`src/design/alrm_pkg.sv`:
```
// Constants shared by the ambient light register map block.
// Assumes one 10 MHz clock and an I2C bus sampled synchronously.
package alrm_pkg;

  // ****************************************
  // Bus address and command codes
  // ****************************************
  localparam logic [6:0] DEV_ADDR = 7'h10;
  localparam logic [7:0] CMD_CONFIG = 8'h00;
  localparam logic [7:0] CMD_UPPER = 8'h01;
  localparam logic [7:0] CMD_LOWER = 8'h02;
  localparam logic [7:0] CMD_PSAVE = 8'h03;
  localparam logic [7:0] CMD_AMBIENT = 8'h04;
  localparam logic [7:0] CMD_BROAD = 8'h05;
  localparam logic [7:0] CMD_STATUS = 8'h06;

  // ****************************************
  // Reset values
  // ****************************************
  localparam logic [15:0] CFG_RESET = 16'h0001;
  localparam logic [15:0] WORD_ZERO = 16'h0000;

  // ****************************************
  // Field positions
  // ****************************************
  localparam int CFG_GAIN_MSB = 12;
  localparam int CFG_GAIN_LSB = 11;
  localparam int CFG_IT_MSB = 9;
  localparam int CFG_IT_LSB = 6;
  localparam int CFG_PERS_MSB = 5;
  localparam int CFG_PERS_LSB = 4;
  localparam int CFG_EVT_EN = 1;
  localparam int CFG_SD = 0;
  localparam int PS_LVL_MSB = 2;
  localparam int PS_LVL_LSB = 1;
  localparam int PS_EN = 0;
  localparam int STS_BELOW = 15;
  localparam int STS_ABOVE = 14;

  // ****************************************
  // Serial framing and persistence base
  // ****************************************
  localparam logic [3:0] BITS_PER_BYTE = 4'h8;
  localparam logic [3:0] PERS_BASE = 4'h1;
  localparam logic [1:0] BI_ADDR = 2'h0;
  localparam logic [1:0] BI_CMD = 2'h1;
  localparam logic [1:0] BI_LO = 2'h2;
  localparam logic [1:0] BI_HI = 2'h3;

  typedef enum logic [2:0] {
    ST_IDLE,
    ST_RECV,
    ST_ACK,
    ST_SEND,
    ST_RACK
  } alrm_state_e;

endpackage : alrm_pkg

```
`src/design/alrm_persist.sv`:
```
// Consecutive-sample counter for one threshold bound.
// Assumes sample is a one-cycle pulse per new result.
`timescale 1ns/1ps
`default_nettype none
module alrm_persist (
  input wire logic clk,
  input wire logic rst_n,
  input wire logic clear,
  input wire logic sample,
  input wire logic beyond,
  input wire logic [3:0] need,
  output logic hit
);

  logic [3:0] count_r;
  logic [3:0] count_nxt;

  // ****************************************
  // Run counter
  // ****************************************
  always_comb begin
    count_nxt = 4'(count_r + 4'h1);
    // At least need, so a shortened persistence acts at once
    hit = sample && beyond && (count_nxt >= need);
  end

  always_ff @(posedge clk or negedge rst_n) begin
    if (!rst_n) begin
      count_r <= 4'h0;
    end else if (clear) begin
      count_r <= 4'h0;
    end else if (sample) begin
      // Restart after a hit so the next flag needs a fresh run
      if (!beyond || hit) begin
        count_r <= 4'h0;
      end else begin
        count_r <= count_nxt;
      end
    end
  end
endmodule : alrm_persist
`default_nettype wire

```
`src/design/alrm_top.sv`:
```
// Register map and I2C word slave of an ambient light sensor.
// Assumes scl and sda are already synchronous to clk; results arrive
// from the measurement path as a word pair with a one-cycle strobe.
`timescale 1ns/1ps
`default_nettype none
module alrm_top (
  input wire logic clk,
  input wire logic rst_n,
  input wire logic scl_in,
  input wire logic sda_in,
  output logic sda_out,
  output logic sda_oe,
  input wire logic result_valid,
  input wire logic [15:0] ambient_in,
  input wire logic [15:0] broadband_in,
  output logic [1:0] gain_select,
  output logic [3:0] integration_time_select,
  output logic sensor_shutdown,
  output logic [1:0] power_save_level,
  output logic power_save_enable
);

  // ****************************************
  // Bus line sampling
  // ****************************************
  logic scl_q_r, sda_q_r;
  logic start_c, stop_c, rise_c, fall_c;

  always_ff @(posedge clk or negedge rst_n) begin
    if (!rst_n) begin
      scl_q_r <= 1'b1;
      sda_q_r <= 1'b1;
    end else begin
      scl_q_r <= scl_in;
      sda_q_r <= sda_in;
    end
  end

  assign start_c = scl_in && scl_q_r && sda_q_r && !sda_in;
  assign stop_c = scl_in && scl_q_r && !sda_q_r && sda_in;
  assign rise_c = scl_in && !scl_q_r;
  assign fall_c = !scl_in && scl_q_r;

  // ****************************************
  // Registers
  // ****************************************
  logic [15:0] config_r, upper_r, lower_r, ambient_r, broad_r;
  logic [2:0] psave_r;
  logic below_r, above_r;

  // ****************************************
  // Serial engine
  // ****************************************
  alrm_pkg::alrm_state_e state_r;
  logic [3:0] bit_cnt_r;
  logic [7:0] shift_r, cmd_r, lo_r, hi_pend_r;
  logic [1:0] byte_idx_r;
  logic rd_mode_r, sent_hi_r, host_ack_r, sda_oe_r;
  logic byte_done_c, commit_c, load_c;
  logic [15:0] rd_word_c, wr_word_c;
  assign byte_done_c = (state_r == alrm_pkg::ST_RECV) && fall_c &&
                       (bit_cnt_r == alrm_pkg::BITS_PER_BYTE);
  assign commit_c = byte_done_c && (byte_idx_r == alrm_pkg::BI_HI);
  assign load_c = (state_r == alrm_pkg::ST_ACK) && fall_c && rd_mode_r &&
                  (byte_idx_r == alrm_pkg::BI_CMD);
  assign wr_word_c = {shift_r, lo_r};
  always_comb begin
    rd_word_c = alrm_pkg::WORD_ZERO;
    case (cmd_r)
      alrm_pkg::CMD_CONFIG: rd_word_c = config_r;
      alrm_pkg::CMD_UPPER: rd_word_c = upper_r;
      alrm_pkg::CMD_LOWER: rd_word_c = lower_r;
      alrm_pkg::CMD_PSAVE: rd_word_c = {13'h0000, psave_r};
      alrm_pkg::CMD_AMBIENT: rd_word_c = ambient_r;
      alrm_pkg::CMD_BROAD: rd_word_c = broad_r;
      alrm_pkg::CMD_STATUS: begin
        rd_word_c[alrm_pkg::STS_BELOW] = below_r;
        rd_word_c[alrm_pkg::STS_ABOVE] = above_r;
      end
      default: rd_word_c = alrm_pkg::WORD_ZERO;
    endcase
  end

  always_ff @(posedge clk or negedge rst_n) begin
    if (!rst_n) begin
      state_r <= alrm_pkg::ST_IDLE;
      bit_cnt_r <= 4'h0;
      shift_r <= 8'h00;
      byte_idx_r <= alrm_pkg::BI_ADDR;
      rd_mode_r <= 1'b0;
      cmd_r <= 8'h00;
      lo_r <= 8'h00;
      hi_pend_r <= 8'h00;
      sent_hi_r <= 1'b0;
      host_ack_r <= 1'b0;
      sda_oe_r <= 1'b0;
    end else if (start_c) begin
      state_r <= alrm_pkg::ST_RECV;
      bit_cnt_r <= 4'h0;
      byte_idx_r <= alrm_pkg::BI_ADDR;
      sda_oe_r <= 1'b0;
    end else if (stop_c) begin
      state_r <= alrm_pkg::ST_IDLE;
      sda_oe_r <= 1'b0;
    end else begin
      case (state_r)
        alrm_pkg::ST_RECV: begin
          if (rise_c) begin
            shift_r <= {shift_r[6:0], sda_in};
            bit_cnt_r <= 4'(bit_cnt_r + 4'h1);
          end else if (byte_done_c) begin
            bit_cnt_r <= 4'h0;
            byte_idx_r <= 2'(byte_idx_r + 2'h1);
            state_r <= alrm_pkg::ST_ACK;
            sda_oe_r <= 1'b1;
            case (byte_idx_r)
              alrm_pkg::BI_ADDR: begin
                // Foreign address: stay off the bus until next start
                if (shift_r[7:1] != alrm_pkg::DEV_ADDR) begin
                  state_r <= alrm_pkg::ST_IDLE;
                  sda_oe_r <= 1'b0;
                end
                rd_mode_r <= shift_r[0];
              end
              alrm_pkg::BI_CMD: cmd_r <= shift_r;
              alrm_pkg::BI_LO: lo_r <= shift_r;
              default: lo_r <= lo_r;
            endcase
          end
        end
        alrm_pkg::ST_ACK: begin
          if (fall_c) begin
            sda_oe_r <= 1'b0;
            if (load_c) begin
              shift_r <= rd_word_c[7:0];
              hi_pend_r <= rd_word_c[15:8];
              sent_hi_r <= 1'b0;
              sda_oe_r <= !rd_word_c[7];
              state_r <= alrm_pkg::ST_SEND;
            end else if (byte_idx_r == alrm_pkg::BI_ADDR) begin
              state_r <= alrm_pkg::ST_IDLE;
            end else begin
              state_r <= alrm_pkg::ST_RECV;
            end
          end
        end
        alrm_pkg::ST_SEND: begin
          if (rise_c) begin
            bit_cnt_r <= 4'(bit_cnt_r + 4'h1);
          end else if (fall_c) begin
            if (bit_cnt_r == alrm_pkg::BITS_PER_BYTE) begin
              sda_oe_r <= 1'b0;
              state_r <= alrm_pkg::ST_RACK;
            end else begin
              sda_oe_r <= !shift_r[6];
              shift_r <= {shift_r[6:0], 1'b0};
            end
          end
        end
        alrm_pkg::ST_RACK: begin
          if (rise_c) begin
            host_ack_r <= !sda_in;
          end else if (fall_c) begin
            if (host_ack_r && !sent_hi_r) begin
              shift_r <= hi_pend_r;
              sent_hi_r <= 1'b1;
              bit_cnt_r <= 4'h0;
              sda_oe_r <= !hi_pend_r[7];
              state_r <= alrm_pkg::ST_SEND;
            end else begin
              state_r <= alrm_pkg::ST_IDLE;
            end
          end
        end
        default: state_r <= alrm_pkg::ST_IDLE;
      endcase
    end
  end

  // Open-drain line: only ever pulled low
  always_ff @(posedge clk or negedge rst_n) begin
    if (!rst_n) begin
      sda_out <= 1'b0;
    end else begin
      sda_out <= 1'b0;
    end
  end
  assign sda_oe = sda_oe_r;

  // ****************************************
  // Register writes
  // ****************************************
  always_ff @(posedge clk or negedge rst_n) begin
    if (!rst_n) begin
      config_r <= alrm_pkg::CFG_RESET;
      upper_r <= alrm_pkg::WORD_ZERO;
      lower_r <= alrm_pkg::WORD_ZERO;
      psave_r <= 3'h0;
    end else if (commit_c) begin
      case (cmd_r)
        alrm_pkg::CMD_CONFIG: config_r <= wr_word_c;
        alrm_pkg::CMD_UPPER: upper_r <= wr_word_c;
        alrm_pkg::CMD_LOWER: lower_r <= wr_word_c;
        // Upper bits are expected zero and are not kept
        alrm_pkg::CMD_PSAVE: psave_r <= wr_word_c[2:0];
        default: psave_r <= psave_r;
      endcase
    end
  end

  // Reserved configuration bits are stored as written
  assign gain_select = config_r[alrm_pkg::CFG_GAIN_MSB:
                                alrm_pkg::CFG_GAIN_LSB];
  assign integration_time_select = config_r[alrm_pkg::CFG_IT_MSB:
                                            alrm_pkg::CFG_IT_LSB];
  assign sensor_shutdown = config_r[alrm_pkg::CFG_SD];
  assign power_save_level = psave_r[alrm_pkg::PS_LVL_MSB:
                                    alrm_pkg::PS_LVL_LSB];
  assign power_save_enable = psave_r[alrm_pkg::PS_EN];

  // ****************************************
  // Results and threshold events
  // ****************************************
  logic evt_en_c, sample_c, hit_below_c, hit_above_c, clr_sts_c;
  logic [3:0] need_c;
  always_ff @(posedge clk or negedge rst_n) begin
    if (!rst_n) begin
      ambient_r <= alrm_pkg::WORD_ZERO;
      broad_r <= alrm_pkg::WORD_ZERO;
    end else if (result_valid && !sensor_shutdown) begin
      ambient_r <= ambient_in;
      broad_r <= broadband_in;
    end
  end
  assign evt_en_c = config_r[alrm_pkg::CFG_EVT_EN];
  assign sample_c = result_valid && !sensor_shutdown && evt_en_c;
  assign need_c = 4'(alrm_pkg::PERS_BASE <<
                  config_r[alrm_pkg::CFG_PERS_MSB:
                           alrm_pkg::CFG_PERS_LSB]);
  assign clr_sts_c = load_c && (cmd_r == alrm_pkg::CMD_STATUS);
  alrm_persist u_below (
    .clk(clk),
    .rst_n(rst_n),
    .clear(!evt_en_c),
    .sample(sample_c),
    .beyond(ambient_in < lower_r),
    .need(need_c),
    .hit(hit_below_c)
  );
  alrm_persist u_above (
    .clk(clk),
    .rst_n(rst_n),
    .clear(!evt_en_c),
    .sample(sample_c),
    .beyond(ambient_in > upper_r),
    .need(need_c),
    .hit(hit_above_c)
  );

  // Set beats the read-clear so no event is lost; polled only
  always_ff @(posedge clk or negedge rst_n) begin
    if (!rst_n) begin
      below_r <= 1'b0;
      above_r <= 1'b0;
    end else begin
      below_r <= hit_below_c || (below_r && !clr_sts_c);
      above_r <= hit_above_c || (above_r && !clr_sts_c);
    end
  end
endmodule : alrm_top
`default_nettype wire

```
`config.mk`:
```
export PLATFORM = sky130hd
export DESIGN_NAME = alrm_top
export DESIGN_NICKNAME = d
export VERILOG_FILES = /design/src/design/alrm_pkg.sv /design/src/design/alrm_persist.sv /design/src/design/alrm_top.sv
export SDC_FILE = /design/constraint.sdc
export NUM_CORES = 1
export LEC_CHECK = 0
export ABC_AREA = 1
export BUFFER_PORTS_ARGS = -buffer_cell sky130_fd_sc_hd__buf_2
export CORE_MARGIN = 3
export CORE_UTILIZATION = 35
export CTS_BUF_LIST = sky130_fd_sc_hd__clkbuf_4 sky130_fd_sc_hd__clkbuf_8
export DETAILED_ROUTE_END_ITERATION = 8
export PLACE_DENSITY = 0.59
export SLEW_MARGIN = 20
export SYNTH_ARGS = -nofsm -noshare
export SYNTH_HDL_FRONTEND = slang
export SYNTH_SLANG_ARGS = --single-unit
```
`constraint.sdc`:
```
create_clock -name clk -period 3.65 [get_ports clk]
set_clock_uncertainty 0.2 [all_clocks]
set_input_delay 0.365 -clock clk [delete_from_list [all_inputs] [get_ports clk]]
set_output_delay 0.365 -clock clk [all_outputs]
set_load 0.05 [all_outputs]
```
Yosys cells after proc, flatten, opt, wreduce, memory -nomap -nowiden
Cells that the tools add are included.
{"block": "op_classes", "addsub": 4, "magnitude_cmp": 4, "n_eq_ne": 41, "shift": 1, "n_mux": 69, "bitwise_logic": 3, "n_reduce_logical": 62}
{"operator": "$pmux 14 s6", "n": 1}
{"operator": "$mux 8", "n": 9}
{"operator": "$mux 4", "n": 14}
{"operator": "$ne 4x4->1 const B", "n": 10}
{"operator": "$pmux 8 s4", "n": 1}
{"operator": "$mux 3", "n": 10}
{"operator": "$eq 8x3->1 const B", "n": 3}
{"operator": "$logic_and 1x1->1", "n": 23}
{"operator": "$ne 2x2->1 const B", "n": 11}
{"operator": "$mux 1", "n": 20}
{"operator": "$mux 2", "n": 9}
{"operator": "$reduce_and 6->1", "n": 3}
{"operator": "$eq 8x2->1 const B", "n": 2}
{"operator": "$gt 16x16->1", "n": 1}
{"operator": "$lt 16x16->1", "n": 1}
{"operator": "$reduce_and 8->1", "n": 2}
{"operator": "$add 4x1->4 const B", "n": 3}
{"operator": "$logic_not 1->1", "n": 12}
{"operator": "$ne 3x3->1 const B", "n": 4}
{"operator": "$pmux 2 s6", "n": 1}
{"operator": "$pmux 3 s4", "n": 1}
{"operator": "$pmux 4 s3", "n": 1}
{"operator": "$reduce_and 12->1", "n": 1}
{"operator": "$reduce_and 9->1", "n": 1}
{"operator": "other kinds (25)", "n": 40}
{"block": "word_totals", "register_bits": 140, "in_bits": 37, "out_inout_bits": 12, "wordCells": 207}

Logic depth before layout (Yosys ltp)
Gate-level depths: netlist of the first run.
{"block": "depth", "depth_word": 10, "mapped_depth": 13, "depth_no_buf": 12}

Cells and area by module
A second synthesis of the first run with hierarchy kept.
{"block": "unflattened", "cells_unflattened": 1001, "area_unflattened_um2": 7811.2}
{"module": "alrm_top", "instances": 1, "cells_per_inst": 895, "area_each_um2": 7098.1, "seq_area_each_um2": 3306.9}
{"module": "alrm_persist", "instances": 2, "cells_per_inst": 53, "area_each_um2": 356.6, "seq_area_each_um2": 100.1}

Worst setup path before layout of the first run
Ideal clock, no wire load.
{"block": "synth_path", "path_type": "flip-flop to flip-flop", "startpoint": "register bit_cnt_r[0]", "endpoint": "register config_r[10]", "setup_time_ns": 0.124, "t_arrival_ns": 1.596, "required_ns": 3.326, "slack_ns": 1.730, "path_stages_with_launch": 13, "n_path_buf": 1, "synth_period_minus_slack_ns": 1.920, "cell_sequence": "dfrtp_1 -> inv_1 -> ha_1 -> nand2_1 -> nor2_1 -> nand2_2 -> nor2_8 -> inv_4 -> nor2_8 -> nand2_2 -> buf_2 -> nand2_1 -> o21ai_1"}
{"block": "synth_between", "elab_chain_len": 4}
{"element": "start: declaration", "line_no": "alrm_top.sv:55", "rtl": "logic [3:0] bit_cnt_r;"}
{"element": "start signal: assignment", "line_no": "alrm_top.sv:110", "rtl": "bit_cnt_r <= 4'(bit_cnt_r + 4'h1);"}
{"element": "start signal: assignment", "line_no": "alrm_top.sv:149", "rtl": "bit_cnt_r <= 4'(bit_cnt_r + 4'h1);"}
{"element": "$eq 4x4->1", "line_no": "alrm_top.sv:62", "rtl": "(bit_cnt_r == alrm_pkg::BITS_PER_BYTE);"}
{"element": "$logic_and 1x1->1", "line_no": "alrm_top.sv:61", "rtl": "assign byte_done_c = (state_r == alrm_pkg::ST_RECV) && fall_c &&"}
{"element": "$logic_and 1x1->1", "line_no": "alrm_top.sv:63", "rtl": "assign commit_c = byte_done_c && (byte_idx_r == alrm_pkg::BI_HI);"}
{"element": "$reduce_and 2->1 (no source line)"}
{"element": "end signal: assignment", "line_no": "alrm_top.sv:195", "rtl": "config_r <= alrm_pkg::CFG_RESET;"}
{"element": "end signal: assignment", "line_no": "alrm_top.sv:201", "rtl": "alrm_pkg::CMD_CONFIG: config_r <= wr_word_c;"}
{"element": "end: declaration", "line_no": "alrm_top.sv:47", "rtl": "logic [15:0] config_r, upper_r, lower_r, ambient_r, broad_r;"}
No other way between the ends.
A chain may end at the register's enable or synchronous reset.

Worst setup path in the final report of the first run
{"block": "layout_path", "startpoint": "register cmd_r[2]", "endpoint": "register config_r[14]"}
{"block": "layout_between", "elab_chain_len": 2}
{"element": "start: declaration", "line_no": "alrm_top.sv:56", "rtl": "logic [7:0] shift_r, cmd_r, lo_r, hi_pend_r;"}
{"element": "start signal: assignment", "line_no": "alrm_top.sv:125", "rtl": "alrm_pkg::BI_CMD: cmd_r <= shift_r;"}
{"element": "$logic_not 8->1", "line_no": "alrm_top.sv:200", "rtl": "case (cmd_r)"}
{"element": "$reduce_and 2->1 (no source line)"}
No other way between the ends.

==> results.json, run 1 <==
{
  "cts.sinks": 140,
  "ys_warn_count": 0,
  "r2r_cells": 6,
  "mappedNetlistNets": 1107,
  "r2r_setup_slack_ps": 1140,
  "synthXorXnorAreaFrac_pct": 0.664,
  "layout-drive-gt1-share_pct": 11.0,
  "cap_violations": 0,
  "crit_required_ps": 3780,
  "synth_edf_count": 0,
  "final_cells": 1388,
  "maxSlewViolCount": 0,
  "layout.nets": 1180,
  "timing.hold.ws_ps": 61.2,
  "post_drt_wl_per_cell_um": 15.7,
  "clk_latency_ps": 460,
  "synth_ff_type": "dfrtp_1",
  "crit_end": "config_r[14]",
  "path_clk_slew_ps": 80,
  "maxSlewHeadroom_pct": 38.6,
  "power_mw": 3.37,
  "drt_iter0_drc": 574,
  "antenna_found_initial": 0,
  "finalCritPeriodShare_pct": 68.9,
  "synth_top_family_by_area": "simple AND/OR/NAND/NOR gates",
  "via_per_inst": 4.94,
  "critPathKind": "reg -> reg",
  "arrival_ps": 2640,
  "async_reset_ff_share_pct": 100,
  "fmax_mhz": 398,
  "cts_tree": "done",
  "finalSetupTns_ps": 0,
  "synth-compound-area-share_pct": 12.3,
  "grt_pass1_wl_um": 35100,
  "synth-seq-area-share_pct": 44.3,
  "worst_setup_path_end_kind": "flop",
  "yosys.area_share.adder_pct": 7.59,
  "drt_pass1_iterations": 5,
  "antenna_violating_nets_post_route": 0,
  "htreeDepth": 4,
  "max-vdd-ir-drop_mv": 0.183,
  "worstMarginPinSlew_ps": 919,
  "gp_congestion": 0.871,
  "diodes": 0,
  "vias": 6859,
  "min_period_ps": 2510,
  "finalHoldViolations": 0,
  "synthesis.instances": 1022,
  "root_buffer": "clkbuf_8",
  "crit_start": "cmd_r[2]",
  "layout.cells.most_common": "nand2_1",
  "pin_count": 49,
  "status": "complete, no violations",
  "routed_wl_um": 21800,
  "synth_simple_gate_area_share_pct": 26.6,
  "grt_pass1_vias": 6524,
  "core_area_sq_mm": 0.0220,
  "grt_usage_pct": 18.3,
  "netlist-cell-type-count": 37,
  "powerDensity_mw_per_mm2": 372,
  "final_cell_mix": "nand2_1 (327), dfrtp_1 (137), inv_1 (113)",
  "p_leak_nw": 4.41,
  "syn2layout_area_growth_pct": 14.7,
  "fp.dieW_um": 156,
  "syn_area_sq_mm": 0.00791,
  "dp.cells": 1322,
  "synth_seq_cells": 140,
  "die_y_um": 156,
  "cts_buffer_depth": 2,
  "hp-class": "in -> reg",
  "grt.overflow.total": 0,
  "syn-mean-instance-area_sq_um": 7.74,
  "route.detailed.drc": 0,
  "start_util_pct": 35.9,
  "setup.worst_path.start_class": "flop",
  "setup_viol": 0,
  "r2r-start": "cmd_r[2]",
  "io_buffer_count": 47,
  "row_count": 54,
  "yosys-mux-area-fraction_pct": 0,
  "r2r_end": "config_r[14]",
  "rsz0062_at_grt": "false",
  "cts_buffers": 17,
  "die-area_sq_mm": 0.0245,
  "crit_fanout": 32,
  "dp.final_hpwl_um": 16100,
  "grt_start_max_net_pins": 77
}
## timing repair
item | in CTS | in global routing
endpoints found under the hold margin | 98 | 0
hold buffers | 34 | 0
setup buffers | 0 | 0
resized for setup | 0 | 0
## power breakdown
| part | total, mW | internal, mW | switching (mW) |
|---|---|---|---|
| clock network | 1.27 | 0.624 | 0.643 |
| registers | 1.68 | 1.63 | 0.0533 |
| logic | 0.426 | 0.124 | 0.301 |
| total | 3.37 | 2.38 | 0.998 |
## how the worst min path moves through the flow
stage,to,depth (start not counted),startpoint
after floorplan,above_r,0,rst_n
after detailed placement,u_above.count_r[2],1,rst_n
final,ambient_r[0],3,ambient_in[0]
after CTS,ambient_r[0],3,ambient_in[0]
after global routing,ambient_r[0],3,ambient_in[0]
after global placement,u_above.count_r[2],1,rst_n
## synth_stat cells, drive strengths merged, types with 2 or more instances
master / instances / share of area, %
xnor2: 3 / 0.33
o21ai: 130 / 8.5
dfstp: 3 / 1.0
dfrtp: 137 / 43
a21oi: 29 / 1.8
nor3: 2 / 0.13
nand2: 335 / 16
a211oi: 5 / 0.47
nor2: 83 / 4.8
ha: 48 / 7.6
o22ai: 6 / 0.47
o211ai: 9 / 0.85
clkbuf: 7 / 0.33
nand4: 21 / 1.7
xor2: 3 / 0.33
inv: 121 / 5.8
buf: 24 / 2.3
nand3: 50 / 3.5
## layer usage
layer / wire [um] / up-vias / global-route usage [%] / part of all wire [%]
met3: 903 / 17 / 2.74 / 4.1
met5: 0 / - / 0 / 0
met2: 10300 / 167 / 29.9 / 47
met4: 308 / 0 / 5.17 / 1.4
li1: - / 3444 / - / -
met1: 10400 / 3231 / 25.3 / 47
## registers in the layout (all words and copies together), names as in the netlist, 16 cells and up
| signal | count |
|---|---|
| ambient_r | 16 |
| upper_r | 16 |
| broad_r | 16 |
| config_r | 16 |
| lower_r | 16 |
## critical path: stages (launching register included)
cell and delay (ps):
dfrtp_1 420, nor2_2 200, nand2_1 90, nor2_2 650, nand2_2 560, nand2_1 180, o21ai_1 80
## logic make-up after synthesis
family,after synthesis
simple gates,494
compound gates,181
buf+inv,152
flops,140
fa+ha+maj,48
xor+xnor,6
other cells,1
## layout make-up
cell class | instances | area [sq um]
clock buffer | 18 | 248
fill | 2215 | 12900
clock inverter | 14 | 145
tap | 280 | 350
multi-input combinational | 730 | 3740
sequential | 140 | 3510
inverter | 121 | 462
timing repair buffer | 85 | 624
## per-stage QoR
step | area, sq um | setup slack (ps) | utilization [%]
5_1_grt | 9080 | 909 | 41.2
6_report | 9080 | 1140 | 41.2
4_1_cts | 9080 | 1160 | 41.2
2_1_floorplan | 7910 | 1730 | -
3_5_place_dp | 8350 | 1160 | 37.9
3_3_place_gp | 8350 | 1190 | 37.9
Power figures use the tool's default switching activity.
==> run 2, diff against run 1 <==
ABC_AREA = 0   (was 1)
clock period = 2.6 ns   (was 3.65 ns; I/O delays follow)
==> run 2 against run 1 <==
Routed wire length down 7.6%. Count of clock-buffer cells in the layout unchanged. Sequential share of layout area down 0.83 points. Clock power up 57%. Largest power group unchanged.
==> results.json, run 2 <==
{
  "fp.dieW_um": 155,
  "synth_area_leaders": "dfrtp_1 (44%), mux2_2 (12%), ha_1 (7.7%)",
  "mappedNetlistNets": 815,
  "maxSlewViolCount": 0,
  "clk_latency_ps": 480,
  "p_leak_nw": 4.14,
  "critPathKind": "reg -> reg",
  "grt_pass1_vias": 5759,
  "powerDensity_mw_per_mm2": 672,
  "crit_chain": "ha_1 -> nor2b_1 -> or2_2 -> ha_1 -> a21oi_1 -> o21ai_0 -> a311oi_2 -> o21ai_0 -> nand2_1",
  "slowest_delay_ps": 430,
  "antenna_violating_nets_post_route": 0,
  "top_layer_used": "met4",
  "netlist-cell-type-count": 66,
  "fmax_mhz": 413,
  "dp.final_hpwl_um": 14700,
  "rsz0062_at_grt": "false",
  "met3_length_um": 775,
  "yosys.area.top_type": "dfrtp_1",
  "route.detailed.drc": 0,
  "fin_area_sq_mm": 0.00928,
  "crit_buf_inv": 0,
  "yosys-top-cells-count": "dfrtp_1 (137), mux2_2 (83), nand2_1 (74)",
  "dp.cells": 1046,
  "path_clk_slew_ps": 90,
  "yosysTopAreaCellShare_pct": 44.2,
  "layout.nets": 913,
  "layout.cells.most_common": "dfrtp_1",
  "grt_pass1_wl_um": 32400,
  "crit_required_ps": 2820,
  "maxSlewHeadroom_pct": 56.2,
  "root_buffer": "clkbuf_8",
  "syn2layout_area_growth_pct": 19.6,
  "synth_seq_cells": 140,
  "drt_pass1_iterations": 5,
  "arrival_ps": 2640,
  "fin_ws_ps": 179,
  "diodes": 0,
  "synth.most_common_cell": "dfrtp_1",
  "max-vdd-ir-drop_mv": 0.255,
  "cts_buffers": 17,
  "worstMarginPinSlew_ps": 656,
  "synthesis.instances": 730,
  "grt.overflow.total": 0,
  "wl_met1_um": 9900,
  "grt_start_max_net_pins": 60,
  "setup_viol": 0,
  "async_reset_ff_share_pct": 100,
  "vias": 5834,
  "syn-mean-instance-area_sq_um": 10.6,
  "min_period_ps": 2420,
  "routed_wl_um": 20200,
  "setup.worst_path.start_class": "flop",
  "gp_congestion": 0.845,
  "io_buffer_count": 47,
  "start_util_pct": 36.2,
  "layout-drive-gt1-share_pct": 27.1,
  "antenna_found_initial": 0,
  "crit_family": "compound AO/OA/AOI/OAI gates",
  "wl_met2_um": 9280,
  "via_per_inst": 5.23,
  "cp.depth": 9,
  "finalCritPeriodShare_pct": 93.1,
  "row_count": 53,
  "cts.sinks": 140,
  "r2r_cells": 9,
  "final_cells": 1116,
  "synth_edf_count": 0,
  "pin_count": 49,
  "grt_usage_pct": 17.3,
  "status": "complete, no violations",
  "final_cell_mix": "dfrtp_1 (137), mux2_2 (83), nand2_1 (74)",
  "finalHoldViolations": 0,
  "finalSetupTns_ps": 0,
  "core_area_sq_mm": 0.0214,
  "hp-class": "in -> async",
  "slowest_stage": "dfrtp_1",
  "worst_setup_path_end_kind": "flop",
  "synth_ff_type": "dfrtp_1",
  "placed_area_sq_mm": 0.00845,
  "htreeDepth": 4,
  "cap_violations": 0,
  "die-area_sq_mm": 0.0240,
  "pre_cts_slack_ps": 49.4,
  "synth-seq-area-share_pct": 45.2,
  "die_y_um": 155,
  "ys_warn_count": 0,
  "crit_fanout": 4,
  "cts_tree": "done",
  "drt_iter0_drc": 377,
  "post_drt_wl_per_cell_um": 18.1,
  "syn_area_sq_mm": 0.00776,
  "cts_buffer_depth": 2
}
==> run 2: cell count changes in the layout (fill, tap and decap cells not counted), sizes merged, moves of 13 or more <==
cell	previous run	this run
nand3	50	13
buf	51	84
mux2	0	95
mux2i	0	22
inv	122	49
nor2	83	26
nor2b	0	13
nand2	335	74
o21ai	130	68
==> run 2: layout make-up <==
class | instances | area, sq um
well taps | 275 | 344
multi-input cells | 503 | 3890
fillers | 2034 | 12100
repair buffers | 119 | 920
flip-flops and latches | 140 | 3510
clock inverters | 14 | 190
inverters | 47 | 176
clock buffers | 18 | 248
==> run 2: final timing paths <==
| kind | start | end | slack [ps] |
|---|---|---|---|
| worst max-delay path | u_above.count_r[0] | u_above.count_r[2] | 180 |
| worst min-delay path | rst_n | config_r[11] | 130 |
| worst max register to register | u_above.count_r[0] | u_above.count_r[2] | 180 |
| worst min register to register | cmd_r[7] | cmd_r[7] | 290 |
| max in group asynchronous | rst_n | upper_r[12] | 1360 |
| min in group clk | result_valid | u_above.count_r[2] | 190 |
==> run 2: what timing repair did <==
action,in CTS,in global routing
gates resized for setup,0,2
hold endpoints to repair,91,0
hold buffers,35,0
endpoints found under the setup margin,0,29
setup buffers,0,3
==> run 2: worst register-to-register path: cells and delay by family (launching register included) <==
kind,cells,cell delay [ps]
DFF,1,430
adders and majority gates,2,420
and+or+nand+nor,3,510
AOI/OAI and AO/OA,4,810
==> run 2: layer usage <==
metal | track usage [%] | vias to the layer above
li1 | - | 2813
met1 | 25.0 | 2885
met2 | 26.8 | 121
met3 | 2.89 | 15
met4 | 4.67 | 0
met5 | 0 | -
==> run 2: per-stage QoR <==
step / power [mW] / hold WS [ps] / utilization, %
floorplan: 3.59 / -236 / -
global placement: 4.22 / 82.8 / 39.5
detailed placement: 4.24 / 80.5 / 39.5
CTS: 6.27 / 146 / 43.2
global route: 6.55 / 177 / 43.3
finish: 6.24 / 129 / 43.3
==> run 2: kinds of logic after synthesis <==
| group | synth area share, % |
|---|---|
| compound gates | 12.9 |
| flops | 45.2 |
| other cells | 0.0483 |
| simple gates | 10.9 |
| xor+xnor | 0.564 |
| mux | 17.8 |
| buf+inv | 4.90 |
| fa+ha+maj | 7.74 |
==> run 2: where the power goes <==
group	internal, mW	switching (mW)	leakage, nW
Sequential	2.38	0.221	1.85
Combinational	0.696	0.951	2.07
Clock	1.07	0.918	0.220
==> run 3, diff against run 2 <==
RECOVER_POWER = 25   (was not set)
TNS_END_PERCENT = 5   (was not set)
==> run 3 against run 2 <==
The run now ends with max-capacitance violations, max-slew violations left. Register-to-register slack hardly changed. Die area stayed put. Flip-flop and latch count stayed put. Setup slack worse by 15 ps. Count of clock-buffer cells in the layout did not move. Sequential share of layout area is 0.077 points higher. Utilization fell by 0.088 points. Global-route usage is the same. First-iteration DRC count grew 8.5%. Via count is 0.50% higher. Non-clock buffer count is 3 lower.
==> results.json, run 3 (synthesized netlist as in run 2, its figures left out) <==
{
  "powerDensity_mw_per_mm2": 673,
  "crit_required_ps": 2820,
  "clk_latency_ps": 470,
  "crit_fanout": 4,
  "row_count": 53,
  "grt_usage_pct": 17.3,
  "p_leak_nw": 4.11,
  "start_util_pct": 36.2,
  "arrival_ps": 2650,
  "cts_buffer_depth": 2,
  "finalHoldViolations": 0,
  "pin_count": 49,
  "min_period_ps": 2440,
  "final_cell_mix": "dfrtp_1 (137), mux2_2 (83), nand2_1 (74)",
  "via_per_inst": 5.27,
  "layout.nets": 910,
  "path_clk_slew_ps": 90,
  "grt_start_max_net_pins": 60,
  "setup.worst_path.start_class": "flop",
  "fp.dieW_um": 155,
  "utilization_pct": 43.2,
  "vias": 5863,
  "fin_ws_ps": 164,
  "worst_setup_path_end_kind": "flop",
  "hp-class": "in -> reg",
  "cts_buffers": 17,
  "status": "finished with violations",
  "cap_violations": 1,
  "pre_cts_slack_ps": 49.4,
  "max-vdd-ir-drop_mv": 0.253,
  "setup_viol": 0,
  "syn2layout_area_growth_pct": 19.3,
  "route.detailed.drc": 0,
  "dp.final_hpwl_um": 14700,
  "layout.cells.most_common": "dfrtp_1",
  "grt.overflow.total": 0,
  "core_area_sq_mm": 0.0214,
  "finalSetupTns_ps": 0,
  "maxSlewHeadroom_pct": -1.41,
  "antenna_violating_nets_post_route": 0,
  "gp_congestion": 0.845,
  "drt_iter0_drc": 409,
  "rsz0062_at_grt": "false",
  "grt_pass1_wl_um": 32400,
  "diodes": 0,
  "root_buffer": "clkbuf_8",
  "grt_pass1_vias": 5759,
  "layout-drive-gt1-share_pct": 26.8,
  "die-area_sq_mm": 0.0240,
  "worstMarginPinSlew_ps": 1520,
  "finalCritPeriodShare_pct": 93.7,
  "multi_input_area_sq_mm": 0.00390,
  "maxSlewViolCount": 59,
  "violations": "max-capacitance violations, max-slew violations",
  "fmax_mhz": 410,
  "die_y_um": 155,
  "io_buffer_count": 47,
  "htreeDepth": 4,
  "post_drt_wl_per_cell_um": 18.1,
  "cts.sinks": 140,
  "drt_pass1_iterations": 5,
  "antenna_found_initial": 0,
  "ff_latch_area_sq_mm": 0.00351,
  "critPathKind": "reg -> reg",
  "fillers": 2039,
  "cts_tree": "done",
  "routed_wl_um": 20200
}
[run 3: cell count changes in the layout (fill, tap and decap cells not counted), sizes merged]
cell    before  now
buf         84   78
clkbuf      18   21
[run 3: repair_timing]
item / 4_1_cts / 5_1_grt
setup endpoints to repair: 0 / 29
setup buffers: 0 / 0
hold buffers: 35 / 0
gates resized for setup: 0 / 6
endpoints found under the hold margin: 91 / 0
[run 3: per-stage QoR]
stage                     cell area (sq um)  power (mW)  instances  hold slack [ps]
after floorplan                        7760        3.59        730             -236
after global placement                 8450        4.22       1046             82.8
after detailed placement               8450        4.24       1046             80.5
after CTS                              9240        6.27       1113              146
after global routing                   9260        6.54       1113              177
final                                  9260        6.23       1113              185
[run 3: worst max-delay path, cell delays in order, from the launching register on]
cell,delay [ps]
dfrtp_1,430
ha_1,220
nor2b_1,130
or2_2,300
ha_1,290
nand2_1,60
o21ai_0,110
a311oi_2,410
o21ai_0,150
nand2_1,80
[run 3: area by class of cell]
cell class                 count  area share (%)
multi-input combinational    503            42.1
sequential                   140            37.9
tap                          275            3.72
timing repair buffer         116            9.64
clock inverter                14            2.05
inverter                      47            1.91
clock buffer                  18            2.68
[run 3: power by group]
part	total [mW]	internal [mW]	switching [mW]
Clock	1.99	1.07	0.917
Combinational	1.65	0.693	0.953
Sequential	2.60	2.38	0.220
[run 3: worst paths after layout]
kind | depth (start not counted) | slack [ps] | end | start
setup / recovery | 9 | 160 | u_above.count_r[2] | u_above.count_r[0]
hold / removal | 6 | 190 | u_above.count_r[2] | result_valid
setup reg to reg | 9 | 160 | u_above.count_r[2] | u_above.count_r[0]
hold reg to reg | 2 | 300 | cmd_r[7] | cmd_r[7]
max in group asynchronous | 3 | 650 | upper_r[12] | rst_n
min in group asynchronous | 2 | 500 | lower_r[14] | rst_n
[run 3: metal layers]
metal  vias to the layer above  wire [um]  share of wire [%]  track usage (%)
met5                         -          0                  0                0
met4                         0        232                1.2             4.67
met3                        14        839                4.2             2.89
met2                       141       9250                 46             26.8
met1                      2904       9850                 49             25.0
li1                       2804          -                  -                -
